### config.mk
export PLATFORM = sky130hd
export DESIGN_NAME = power_on_and_standby_control
export DESIGN_NICKNAME = d
export VERILOG_FILES = /design/src/rtl/pwr_seq_pkg.sv /design/src/rtl/power_on_and_standby_control.sv
export SDC_FILE = /design/constraint.sdc
export NUM_CORES = 1
export LEC_CHECK = 0
export ABC_AREA = 1
export BUFFER_PORTS_ARGS = -buffer_cell sky130_fd_sc_hd__clkbuf_2
export CAP_MARGIN = 20
export CORE_ASPECT_RATIO = 0.8
export CORE_UTILIZATION = 50
export CTS_CLUSTER_DIAMETER = 100
export DETAILED_ROUTE_END_ITERATION = 12
export HOLD_SLACK_MARGIN = 0.06
export PLACE_DENSITY = 0.68
export SLEW_MARGIN = 20
export SYNTH_ARGS = -nofsm -noshare
export SYNTH_HDL_FRONTEND = slang
export SYNTH_SLANG_ARGS = --single-unit
### constraint.sdc
create_clock -name clock -period 5.3 [get_ports clock]
set_input_delay 0.265 -clock clock [delete_from_list [all_inputs] [get_ports clock]]
set_output_delay 0.265 -clock clock [all_outputs]
set_load 0.01 [all_outputs]
### src/rtl/pwr_seq_pkg.sv
// Constants, types and helpers shared by the power-on and standby controller
package pwr_seq_pkg;

  localparam int unsigned CLK_HZ = 20_000_000;
  localparam int unsigned CYC_PER_US = CLK_HZ / 1_000_000;

  // Times in microseconds, as specified
  localparam int unsigned T_OFF_MAX_US = 5_000;
  localparam int unsigned T_ON_MIN_US = 5_000;
  localparam int unsigned T_ON_MAX_US = 400_000;
  localparam int unsigned T_PG_DROP_MAX_US = 5_000;
  localparam int unsigned T_PG_MIN_US = 100_000;
  localparam int unsigned T_PG_MAX_US = 500_000;
  localparam int unsigned T_STBY1_US = 800_000;
  localparam int unsigned T_STBY2_US = 600_000;
  localparam int unsigned T_STBY3_US = 400_000;
  localparam int unsigned T_BLINK_US = 500_000;

  // Least times are whole multiples of the clock, so the minimum figure is used exactly
  localparam int unsigned ON_CYC = (T_ON_MIN_US * CYC_PER_US);
  localparam int unsigned PG_CYC = (T_PG_MIN_US * CYC_PER_US);
  localparam int unsigned STBY1_CYC = (T_STBY1_US * CYC_PER_US);
  localparam int unsigned STBY2_CYC = (T_STBY2_US * CYC_PER_US);
  localparam int unsigned STBY3_CYC = (T_STBY3_US * CYC_PER_US);
  localparam int unsigned BLINK_CYC = (T_BLINK_US * CYC_PER_US);
  localparam int unsigned CNT_W = 24;

  // Role register, reached by its command code
  localparam logic [7:0] ROLE_CMD = 8'hd0;
  localparam logic [7:0] ROLE_RESET = 8'h00;
  localparam logic [7:0] ROLE_STANDARD = 8'h00;
  localparam logic [7:0] ROLE_ACTIVE = 8'h01;
  localparam logic [7:0] ROLE_STBY1 = 8'h02;
  localparam logic [7:0] ROLE_STBY2 = 8'h03;
  localparam logic [7:0] ROLE_STBY3 = 8'h04;
  localparam logic [7:0] CRC_INIT = 8'h00;
  localparam logic [7:0] CRC_POLY = 8'h07;
  localparam logic [6:0] SMB_ADDR_DEF = 7'h58;

  typedef enum logic [2:0] {P_OFF, P_RAMP, P_ON, P_DOZE, P_STBY} power_e;
  typedef enum logic [2:0] {S_IDLE, S_RX, S_RACK, S_TX, S_TACK} smb_e;

  typedef struct packed {
    logic oc_warn;
    logic oc_fault;
    logic overvoltage_trip;
    logic undervoltage_trip;
    logic overtemp;
    logic fan_fault;
    logic input_loss;
  } mon_s;

  // Packet error check byte, polynomial x^8+x^2+x+1
  function automatic logic [7:0] crc8(input logic [7:0] crc, input logic [7:0] data);
    logic [7:0] c;
    c = crc ^ data;
    for (int i = 0; i < 8; i++)
    begin
      c = c[7] ? ((c << 1) ^ CRC_POLY) : (c << 1);
    end
    return c;
  endfunction

endpackage

### src/rtl/power_on_and_standby_control.sv
// Power-on sequencing, power-good and cold-standby role control with byte command port
`timescale 1ns/1ns
module power_on_and_standby_control #(
  parameter logic [6:0] SMB_ADDR = pwr_seq_pkg::SMB_ADDR_DEF,
  parameter int unsigned ON_CYC = pwr_seq_pkg::ON_CYC,
  parameter int unsigned PG_CYC = pwr_seq_pkg::PG_CYC,
  parameter int unsigned STBY1_CYC = pwr_seq_pkg::STBY1_CYC,
  parameter int unsigned STBY2_CYC = pwr_seq_pkg::STBY2_CYC,
  parameter int unsigned STBY3_CYC = pwr_seq_pkg::STBY3_CYC,
  parameter int unsigned BLINK_CYC = pwr_seq_pkg::BLINK_CYC
) (
  input wire logic clock,
  input wire logic nrst,
  input wire logic remote_power_on_pin_n,
  input wire logic wake_bus,
  input wire logic redundancy_mode_n,
  input wire logic redundancy_fault_in_n,
  output logic redundancy_fault_n_o,
  output logic redundancy_fault_n_oe,
  input wire logic scl_i,
  input wire logic sda_i,
  output logic sda_o,
  output logic sda_oe,
  input wire pwr_seq_pkg::mon_s mon,
  input wire logic warning,
  input wire logic rail_in_regulation,
  input wire logic load_below_preset,
  input wire logic [2:0] load_share_over,
  output logic main_rail_en,
  output logic standby_rail_en,
  output logic power_good,
  output logic fan_run,
  output logic led_green,
  output logic led_amber,
  output logic fault_report,
  output logic [7:0] role
);

  localparam int W = pwr_seq_pkg::CNT_W;

  logic [1:0] rst_sync_q;
  logic rst_n;
  logic [4:0] sync1_q;
  logic [4:0] sync2_q;
  logic pson;
  logic wake_high;
  logic red_mode_off;
  logic peer_fault;
  logic scl_s;
  logic sda_s;
  logic scl_p_q;
  logic sda_p_q;
  logic scl_rise;
  logic scl_fall;
  logic smb_start;
  logic smb_stop;

  pwr_seq_pkg::power_e pwr_q;
  pwr_seq_pkg::smb_e smb_q;
  logic [W-1:0] cnt_q;
  logic [W-1:0] pg_cnt_q;
  logic [W-1:0] blink_cnt_q;
  logic blink_q;
  logic fault_latch_q;
  logic [7:0] role_q;
  logic shutdown;
  logic fault_any;
  logic red_trigger;
  logic stby_role;
  logic stby_ok;
  logic stby_wake;
  logic [W-1:0] doze_cyc;
  logic [1:0] position;

  logic [7:0] sh_q;
  logic [7:0] tx_sh_q;
  logic [7:0] crc_q;
  logic [7:0] data_q;
  logic [3:0] bit_cnt_q;
  logic [2:0] byte_n_q;
  logic cmd_ok_q;
  logic rd_q;
  logic acked_q;
  logic pec_sent_q;
  logic wr_stb_q;
  logic sda_oe_q;
  logic rx_ack;

  // Reset released through two flops
  always_ff @(posedge clock or negedge nrst)
  begin
    if (!nrst)
      rst_sync_q <= 2'h0;
    else
      rst_sync_q <= {rst_sync_q[0], 1'b1};
  end
  assign rst_n = rst_sync_q[1];

  // Pin synchronisers; the second stage feeds logic, plus a third flop on SCL and SDA for edge detection
  always_ff @(posedge clock or negedge rst_n)
  begin
    if (!rst_n)
    begin
      sync1_q <= 5'h1f;
      sync2_q <= 5'h1f;
      scl_p_q <= 1'b1;
      sda_p_q <= 1'b1;
    end
    else
    begin
      sync1_q <= {sda_i, scl_i, redundancy_fault_in_n, redundancy_mode_n, wake_bus};
      sync2_q <= sync1_q;
      scl_p_q <= scl_s;
      sda_p_q <= sda_s;
    end
  end

  logic [1:0] sync_pson_q;
  always_ff @(posedge clock or negedge rst_n)
  begin
    if (!rst_n)
      sync_pson_q <= 2'h3;
    else
      sync_pson_q <= {sync_pson_q[0], remote_power_on_pin_n};
  end

  // Open pin reads high, so a floating power-on pin means off
  assign pson = ~sync_pson_q[1];

  assign wake_high = sync2_q[0];
  assign red_mode_off = sync2_q[1];
  assign peer_fault = ~sync2_q[2];
  assign scl_s = sync2_q[3];
  assign sda_s = sync2_q[4];
  assign scl_rise = scl_s & ~scl_p_q;
  assign scl_fall = ~scl_s & scl_p_q;
  assign smb_start = scl_s & scl_p_q & ~sda_s & sda_p_q;
  assign smb_stop = scl_s & scl_p_q & sda_s & ~sda_p_q;

  assign shutdown = mon.oc_fault | mon.overvoltage_trip | mon.overtemp | mon.fan_fault
    | mon.input_loss;
  assign fault_any = shutdown | mon.undervoltage_trip;

  assign red_trigger = fault_any | mon.oc_warn | ~pson
    | (role_q == pwr_seq_pkg::ROLE_STANDARD);

  assign stby_role = (role_q == pwr_seq_pkg::ROLE_STBY1) | (role_q == pwr_seq_pkg::ROLE_STBY2)
    | (role_q == pwr_seq_pkg::ROLE_STBY3);
  assign stby_ok = pson & red_mode_off & stby_role & wake_high & load_below_preset
    & ~fault_any & ~peer_fault;
  assign position = 2'(role_q - pwr_seq_pkg::ROLE_STBY1);

  always_comb
  begin
    unique case (role_q)
      pwr_seq_pkg::ROLE_STBY1: doze_cyc = W'(STBY1_CYC - 1);
      pwr_seq_pkg::ROLE_STBY2: doze_cyc = W'(STBY2_CYC - 1);
      default: doze_cyc = W'(STBY3_CYC - 1);
    endcase
  end

  assign stby_wake = ~wake_high | peer_fault | fault_any | ~stby_role | ~red_mode_off
    | (position <= 2'h2 && load_share_over[position]);

  // Latched trips clear only by taking the power-on pin away
  always_ff @(posedge clock or negedge rst_n)
  begin
    if (!rst_n)
      fault_latch_q <= 1'b0;
    else if (mon.oc_fault | mon.overvoltage_trip)
      fault_latch_q <= 1'b1;
    else if (!pson)
      fault_latch_q <= 1'b0;
  end

  // Main power sequence
  always_ff @(posedge clock or negedge rst_n)
  begin
    if (!rst_n)
    begin
      pwr_q <= pwr_seq_pkg::P_OFF;
      cnt_q <= '0;
    end
    // pin released: rail off next cycle
    else if (!pson || shutdown)
    begin
      pwr_q <= pwr_seq_pkg::P_OFF;
      cnt_q <= '0;
    end
    else
    begin
      unique case (pwr_q)
        pwr_seq_pkg::P_OFF:
        begin
          cnt_q <= '0;
          if (!fault_latch_q)
            pwr_q <= pwr_seq_pkg::P_RAMP;
        end
        pwr_seq_pkg::P_RAMP:
        begin
          cnt_q <= cnt_q + 1'b1;
          if (cnt_q == W'(ON_CYC - 1))
            pwr_q <= pwr_seq_pkg::P_ON;
        end
        // role 01h leaves this state only on pin release or a shutdown trip
        pwr_seq_pkg::P_ON:
        begin
          cnt_q <= '0;
          if (stby_ok)
            pwr_q <= pwr_seq_pkg::P_DOZE;
        end
        pwr_seq_pkg::P_DOZE:
        begin
          cnt_q <= cnt_q + 1'b1;
          if (!stby_ok)
            pwr_q <= pwr_seq_pkg::P_ON;
          else if (cnt_q == doze_cyc)
            pwr_q <= pwr_seq_pkg::P_STBY;
        end
        // power back on at once when woken
        pwr_seq_pkg::P_STBY:
        begin
          cnt_q <= '0;
          if (stby_wake)
            pwr_q <= pwr_seq_pkg::P_ON;
        end
      endcase
    end
  end

  // power-good after 100 ms in regulation
  always_ff @(posedge clock or negedge rst_n)
  begin
    if (!rst_n)
      pg_cnt_q <= '0;
    else if (pwr_q == pwr_seq_pkg::P_OFF || pwr_q == pwr_seq_pkg::P_RAMP)
      pg_cnt_q <= '0;
    else if (!rail_in_regulation && pwr_q != pwr_seq_pkg::P_STBY)
      pg_cnt_q <= '0;
    else if (pg_cnt_q != W'(PG_CYC))
      pg_cnt_q <= pg_cnt_q + 1'b1;
  end

  // Blink timebase for the indicator
  always_ff @(posedge clock or negedge rst_n)
  begin
    if (!rst_n)
    begin
      blink_cnt_q <= '0;
      blink_q <= 1'b0;
    end
    else if (blink_cnt_q == W'(BLINK_CYC - 1))
    begin
      blink_cnt_q <= '0;
      blink_q <= ~blink_q;
    end
    else
      blink_cnt_q <= blink_cnt_q + 1'b1;
  end

  // Outputs, all registered
  always_ff @(posedge clock or negedge rst_n)
  begin
    if (!rst_n)
    begin
      main_rail_en <= 1'b0;
      power_good <= 1'b0;
      fan_run <= 1'b0;
      led_green <= 1'b0;
      led_amber <= 1'b0;
      fault_report <= 1'b0;
      redundancy_fault_n_oe <= 1'b0;
    end
    else
    begin
      // rail on in the powered states
      main_rail_en <= pson & ~shutdown
        & (pwr_q == pwr_seq_pkg::P_ON || pwr_q == pwr_seq_pkg::P_DOZE);
      // drops with the pin, held in standby
      power_good <= pson & ~shutdown & (pg_cnt_q == W'(PG_CYC));
      fan_run <= pwr_q != pwr_seq_pkg::P_OFF;
      if (pwr_q == pwr_seq_pkg::P_STBY)
      begin
        led_green <= blink_q & ~warning;
        led_amber <= blink_q & warning;
      end
      else
      begin
        led_green <= main_rail_en & ~fault_any & ~warning;
        led_amber <= fault_any | warning;
      end
      fault_report <= fault_any & (pwr_q != pwr_seq_pkg::P_STBY);
      // a module in standby never pulls the line
      redundancy_fault_n_oe <= red_trigger & (pwr_q != pwr_seq_pkg::P_STBY);
    end
  end

  assign redundancy_fault_n_o = 1'b0;
  // Standby rail is never switched by this logic
  assign standby_rail_en = 1'b1;

  // fault wins over a concurrent write
  always_ff @(posedge clock or negedge rst_n)
  begin
    if (!rst_n)
      role_q <= pwr_seq_pkg::ROLE_STANDARD;
    else if (fault_any)
      role_q <= pwr_seq_pkg::ROLE_RESET;
    else if (wr_stb_q)
      role_q <= data_q;
  end
  assign role = role_q;

  // accept address, D0h, data and a valid check byte
  always_comb
  begin
    unique case (byte_n_q)
      3'h0: rx_ack = (sh_q[7:1] == SMB_ADDR) & (~sh_q[0] | cmd_ok_q);
      3'h1: rx_ack = (sh_q == pwr_seq_pkg::ROLE_CMD);
      3'h2: rx_ack = 1'b1;
      3'h3: rx_ack = (sh_q == crc_q) & ~rd_q;
      default: rx_ack = 1'b0;
    endcase
  end

  // Byte-level command port; no clock stretching, so SCL is never driven
  always_ff @(posedge clock or negedge rst_n)
  begin
    if (!rst_n)
    begin
      smb_q <= pwr_seq_pkg::S_IDLE;
      sh_q <= '0;
      tx_sh_q <= '0;
      crc_q <= pwr_seq_pkg::CRC_INIT;
      data_q <= '0;
      bit_cnt_q <= '0;
      byte_n_q <= '0;
      cmd_ok_q <= 1'b0;
      rd_q <= 1'b0;
      acked_q <= 1'b0;
      pec_sent_q <= 1'b0;
      wr_stb_q <= 1'b0;
      sda_oe_q <= 1'b0;
    end
    else
    begin
      wr_stb_q <= 1'b0;
      if (smb_start)
      begin
        // Repeated start keeps the command and the running check
        if (smb_q == pwr_seq_pkg::S_IDLE)
        begin
          crc_q <= pwr_seq_pkg::CRC_INIT;
          cmd_ok_q <= 1'b0;
        end
        smb_q <= pwr_seq_pkg::S_RX;
        bit_cnt_q <= '0;
        byte_n_q <= '0;
        rd_q <= 1'b0;
        pec_sent_q <= 1'b0;
        sda_oe_q <= 1'b0;
      end
      else if (smb_stop)
      begin
        smb_q <= pwr_seq_pkg::S_IDLE;
        sda_oe_q <= 1'b0;
      end
      else
      begin
        unique case (smb_q)
          pwr_seq_pkg::S_IDLE:
            sda_oe_q <= 1'b0;
          pwr_seq_pkg::S_RX:
          begin
            if (scl_rise)
            begin
              sh_q <= {sh_q[6:0], sda_s};
              bit_cnt_q <= bit_cnt_q + 1'b1;
            end
            else if (scl_fall && bit_cnt_q == 4'h8)
            begin
              if (rx_ack)
              begin
                sda_oe_q <= 1'b1;
                smb_q <= pwr_seq_pkg::S_RACK;
                crc_q <= pwr_seq_pkg::crc8(crc_q, sh_q);
                byte_n_q <= byte_n_q + 1'b1;
                if (byte_n_q == 3'h0)
                  rd_q <= sh_q[0];
                if (byte_n_q == 3'h1)
                  cmd_ok_q <= 1'b1;
                if (byte_n_q == 3'h2)
                  data_q <= sh_q;
                if (byte_n_q == 3'h3)
                  wr_stb_q <= 1'b1;
              end
              else
                smb_q <= pwr_seq_pkg::S_IDLE;
            end
          end
          pwr_seq_pkg::S_RACK:
          begin
            if (scl_fall)
            begin
              bit_cnt_q <= '0;
              if (rd_q)
              begin
                smb_q <= pwr_seq_pkg::S_TX;
                tx_sh_q <= role_q;
                crc_q <= pwr_seq_pkg::crc8(crc_q, role_q);
                sda_oe_q <= ~role_q[7];
              end
              else
              begin
                smb_q <= pwr_seq_pkg::S_RX;
                sda_oe_q <= 1'b0;
              end
            end
          end
          pwr_seq_pkg::S_TX:
          begin
            if (scl_rise)
              bit_cnt_q <= bit_cnt_q + 1'b1;
            else if (scl_fall)
            begin
              if (bit_cnt_q == 4'h8)
              begin
                sda_oe_q <= 1'b0;
                smb_q <= pwr_seq_pkg::S_TACK;
              end
              else
              begin
                tx_sh_q <= {tx_sh_q[6:0], 1'b0};
                sda_oe_q <= ~tx_sh_q[6];
              end
            end
          end
          pwr_seq_pkg::S_TACK:
          begin
            if (scl_rise)
              acked_q <= ~sda_s;
            else if (scl_fall)
            begin
              bit_cnt_q <= '0;
              if (acked_q && !pec_sent_q)
              begin
                tx_sh_q <= crc_q;
                sda_oe_q <= ~crc_q[7];
                pec_sent_q <= 1'b1;
                smb_q <= pwr_seq_pkg::S_TX;
              end
              else
                smb_q <= pwr_seq_pkg::S_IDLE;
            end
          end
        endcase
      end
    end
  end

  assign sda_o = 1'b0;
  assign sda_oe = sda_oe_q;

endmodule // power_on_and_standby_control

==> metrics.txt <==
# TYPE chip_impl_metric gauge
chip_impl_info{name="status",value="finished with violations"} 1
chip_impl_info{name="failed_checks",value="DRC"} 1
chip_impl_metric{name="routabilityCongestion",unit=""} 0.922
chip_impl_metric{name="timing.clock.skew",unit="ns"} 0.00915
chip_impl_metric{name="clk-insertion-delay-late",unit="ns"} 0.43
chip_impl_metric{name="core",unit="um2"} 17300
chip_impl_metric{name="detail_route.first_pass.iterations",unit=""} 9
chip_impl_metric{name="num-nets-final",unit=""} 1293
chip_impl_metric{name="global_route.usage.met2",unit=""} 0.332
chip_impl_metric{name="cts_htree_levels",unit=""} 4
chip_impl_metric{name="synth_enable_flop_cells",unit=""} 0
chip_impl_metric{name="ys_seq_elements",unit=""} 155
chip_impl_metric{name="initial_antenna_violation_count",unit=""} 0
chip_impl_metric{name="layout-area-overhead-vs-synth",unit="%"} 11.8
chip_impl_metric{name="detailed_place_hpwl",unit="um"} 15800
chip_impl_info{name="r2r_end",value="crc_q[4]"} 1
chip_impl_metric{name="clock_sinks",unit=""} 155
chip_impl_metric{name="period_needed",unit="ns"} 2.66
chip_impl_metric{name="wire_per_inst",unit="um"} 14.3
chip_impl_metric{name="hold_violations",unit=""} 0
chip_impl_info{name="synth_flop_cell",value="dfrtp_1"} 1
chip_impl_info{name="critPathMostFrequentCell",value="nand2_1"} 1
chip_impl_metric{name="die_width",unit="um"} 151
chip_impl_metric{name="finalCritPeriodShare",unit=""} 0.502
chip_impl_metric{name="drt_via_density",unit=""} 5.31
chip_impl_metric{name="grt_overflow_total",unit=""} 0
chip_impl_info{name="crit_end",value="crc_q[4]"} 1
chip_impl_metric{name="sequential_element_share_of_the_synthesized_area",unit=""} 0.440
chip_impl_metric{name="achievable-frequency",unit="MHz"} 376
chip_impl_info{name="slowest_stage",value="nand4_1"} 1
chip_impl_metric{name="grt_pass1_vias",unit=""} 7002
chip_impl_metric{name="reg2regPathDepth",unit=""} 9
chip_impl_metric{name="synth-async-reset-ratio",unit=""} 1.00
chip_impl_info{name="setup.worst_path.end_class",value="flop"} 1
chip_impl_metric{name="max-vdd-ir-drop",unit="uV"} 192
chip_impl_metric{name="yosys.area_share.simple",unit=""} 0.329
chip_impl_metric{name="max_slew_vio_count",unit=""} 0
chip_impl_metric{name="fp.dieArea",unit="um2"} 18300
chip_impl_info{name="synth_common_cells",value="nand2_1 (308), nor2_1 (165), inv_1 (145)"} 1
chip_impl_info{name="yosys.area.top_type",value="dfrtp_1"} 1
chip_impl_metric{name="total_power_divided_by_cell_area",unit="nW/um2"} 319
chip_impl_info{name="hp-class",value="input port to flop"} 1
chip_impl_metric{name="initial_core_util",unit=""} 0.511
chip_impl_metric{name="yosys.cell_types.count",unit=""} 49
chip_impl_metric{name="max_slew.worst_pin.slew",unit="ns"} 0.913
chip_impl_info{name="synth.top_cells.by_area",value="dfrtp_1 (40%), nand2_1 (13%), nor2_1 (7.0%)"} 1
chip_impl_metric{name="rows",unit=""} 43
chip_impl_metric{name="max-clock-path-buffers",unit=""} 2
chip_impl_metric{name="grt_start_max_net_pins",unit=""} 71
chip_impl_info{name="synthMostInstantiatedCell",value="nand2_1"} 1
chip_impl_info{name="start_kind",value="flop"} 1
chip_impl_info{name="grt_most_used_layer",value="met1"} 1
chip_impl_info{name="crit_start",value="sync2_q[3]"} 1
chip_impl_metric{name="fill_cells",unit=""} 1666
chip_impl_metric{name="place_worst_setup_slack",unit="ns"} 2.68
chip_impl_info{name="series_of_cell_instances_along_the_critical_path",value="nand4_1, inv_2, nor2_1, nand2_1, nand4_2, nor2_4, inv_2, nand2_1, nand2_1"} 1
chip_impl_metric{name="drc",unit=""} 2
chip_impl_metric{name="final-seq-area",unit="um2"} 3900
chip_impl_metric{name="post_synth_instance_area",unit="um2"} 8860
chip_impl_metric{name="report.final.setup_viol",unit=""} 0
chip_impl_metric{name="synth.mux.area_fraction",unit=""} 0
chip_impl_metric{name="final_util",unit=""} 0.572
chip_impl_metric{name="synth-compound-area-share",unit=""} 0.0982
chip_impl_metric{name="grt_pass1_wl",unit="um"} 35300
chip_impl_metric{name="setup.reg_to_reg.worst_slack",unit="ns"} 2.64
chip_impl_metric{name="critical_path.max_fanout",unit=""} 20
chip_impl_metric{name="yosys.area.top_type_share",unit=""} 0.398
chip_impl_metric{name="totalWireLength",unit="um"} 21300
chip_impl_metric{name="cp.required",unit="ns"} 5.61
chip_impl_metric{name="power.leakage",unit="nW"} 4.66
chip_impl_metric{name="worst_slack",unit="ns"} 2.64
chip_impl_info{name="regToRegStartpoint",value="sync2_q[3]"} 1
chip_impl_metric{name="cp.arrival",unit="ns"} 2.97
chip_impl_info{name="clk_root_buffer_cell",value="clkbuf_16"} 1
chip_impl_metric{name="layout-drive-gt1-share",unit=""} 0.104
chip_impl_metric{name="use_met3",unit=""} 0.0492
chip_impl_metric{name="cts.reportedPaths.clkPinSlew",unit="ns"} 0.06
chip_impl_metric{name="synthAdderAreaFrac",unit=""} 0.0198
chip_impl_metric{name="detailedRoute.firstIterationViolations",unit=""} 833
chip_impl_metric{name="max_cap_viol_count",unit=""} 0
chip_impl_metric{name="netlist_instances",unit=""} 1207
chip_impl_metric{name="hold_ws",unit="ns"} 0.116
chip_impl_info{name="rsz0062_at_grt",value="false"} 1
chip_impl_metric{name="multiInputGateArea",unit="um2"} 4240
chip_impl_metric{name="max_stage_delay",unit="ns"} 0.70
chip_impl_metric{name="finalSetupTns",unit="ns"} 0
chip_impl_metric{name="vertical_extent_of_the_die",unit="um"} 121
chip_impl_metric{name="dr_total_vias",unit=""} 7942
chip_impl_metric{name="yosysWarnings",unit=""} 0
chip_impl_info{name="crit_type",value="flop to flop"} 1
chip_impl_info{name="tritoncts",value="yes"} 1
chip_impl_metric{name="io_buffer_count",unit=""} 36
chip_impl_metric{name="max_slew_margin",unit=""} 0.392
chip_impl_metric{name="antenna_cells",unit=""} 0
chip_impl_metric{name="gr-usage-met1",unit=""} 0.401
chip_impl_metric{name="antenna_left",unit=""} 0
chip_impl_metric{name="cts_made_buffers",unit=""} 17
chip_impl_metric{name="post_synth_xor_xnor_area",unit=""} 0.0297
chip_impl_metric{name="track_usage",unit=""} 0.249
chip_impl_metric{name="synth_area_per_cell",unit="um2"} 7.34
chip_impl_metric{name="post-cts-setup-buffer-count",unit=""} 0
chip_impl_info{name="synth_top_family_by_area",value="simple AND/OR/NAND/NOR gates"} 1
chip_impl_metric{name="ioPinCount",unit=""} 40
## timing repair
item | in CTS | in global routing
hold buffers | 10 | 0
endpoints found under the hold margin | 10 | 0
resized for setup | 0 | 0
## stage by stage
step / area, um2 / std cells / power (W)
global placement: 9240 / 1454 / 0.00198
global route: 9900 / 1496 / 0.00335
floorplan: 8860 / 1209 / 0.00182
detailed placement: 9240 / 1454 / 0.00198
finish: 9900 / 1496 / 0.00316
CTS: 9900 / 1496 / 0.00317
## worst min path at each step
stage / startpoint / endpoint / cells after the start
floorplan: nrst / rst_sync_q[0] / 0
global placement: nrst / rst_sync_q[0] / 1
detailed placement: nrst / rst_sync_q[0] / 1
CTS: mon[6] / redundancy_fault_n_oe / 3
global route: mon[6] / redundancy_fault_n_oe / 3
finish: mon[6] / redundancy_fault_n_oe / 3
## layout by cell type (no fill, tap or decap), drive strengths merged, types with 8 or more instances in the layout
cell type and instances:
a21oi 45, clkbuf 57, clkinv 8, dfrtp 141, dfstp 14, dlygate4sd3 10, ha 14, inv 166
nand2 314, nand3 88, nand4 34, nor2 172, nor3 28, nor4 17, o21ai 84, xnor2 11
xor2 19
## routing by layer
metal | part of all wire | vias up | routed length [um]
met5 | 0 | - | 0
met4 | 0.0099 | 0 | 212
met3 | 0.059 | 20 | 1260
met2 | 0.40 | 229 | 8600
met1 | 0.53 | 3680 | 11300
li1 | - | 4013 | -
## area by class of cell
cell class              count  share of cell area
clock buffers              21              0.0445
clock inverters            11              0.0123
inverters                 167              0.0633
multi-input cells         869               0.428
flip-flops and latches    155               0.394
well taps                 225              0.0284
repair buffers             48              0.0298
## cell families after synthesis
family / count (synthesis)
adders and majority gates: 14
buffers and inverters: 185
other: 2
AOI/OAI and AO/OA: 155
DFF: 155
xor gates and xnor gates: 30
and+or+nand+nor: 666
## registers in the layout (all words and copies together), names as in the netlist, 2 cells and up
name,flops
blink_cnt_q,24
cnt_q,24
pg_cnt_q,24
crc_q,8
data_q,8
role,8
sh_q,8
tx_sh_q,7
sync1_q,5
sync2_q,5
bit_cnt_q,4
byte_n_q,3
pwr_q,3
smb_q,3
rst_sync_q,2
sync_pson_q,2
## power breakdown
part | switching (W) | total [W] | internal, W
sequential | 0.0000931 | 0.00133 | 0.00123
combinational | 0.000422 | 0.000652 | 0.000230
clock | 0.000492 | 0.00118 | 0.000692
## critical path, delay by kind of cell, from the launching register on
kind / cells / cell delay (ns)
buffers and inverters: 2 / 0.48
flip-flops: 1 / 0.57
AND/OR/NAND/NOR: 7 / 1.50
Note: power is estimated with default switching activity, not from simulation.
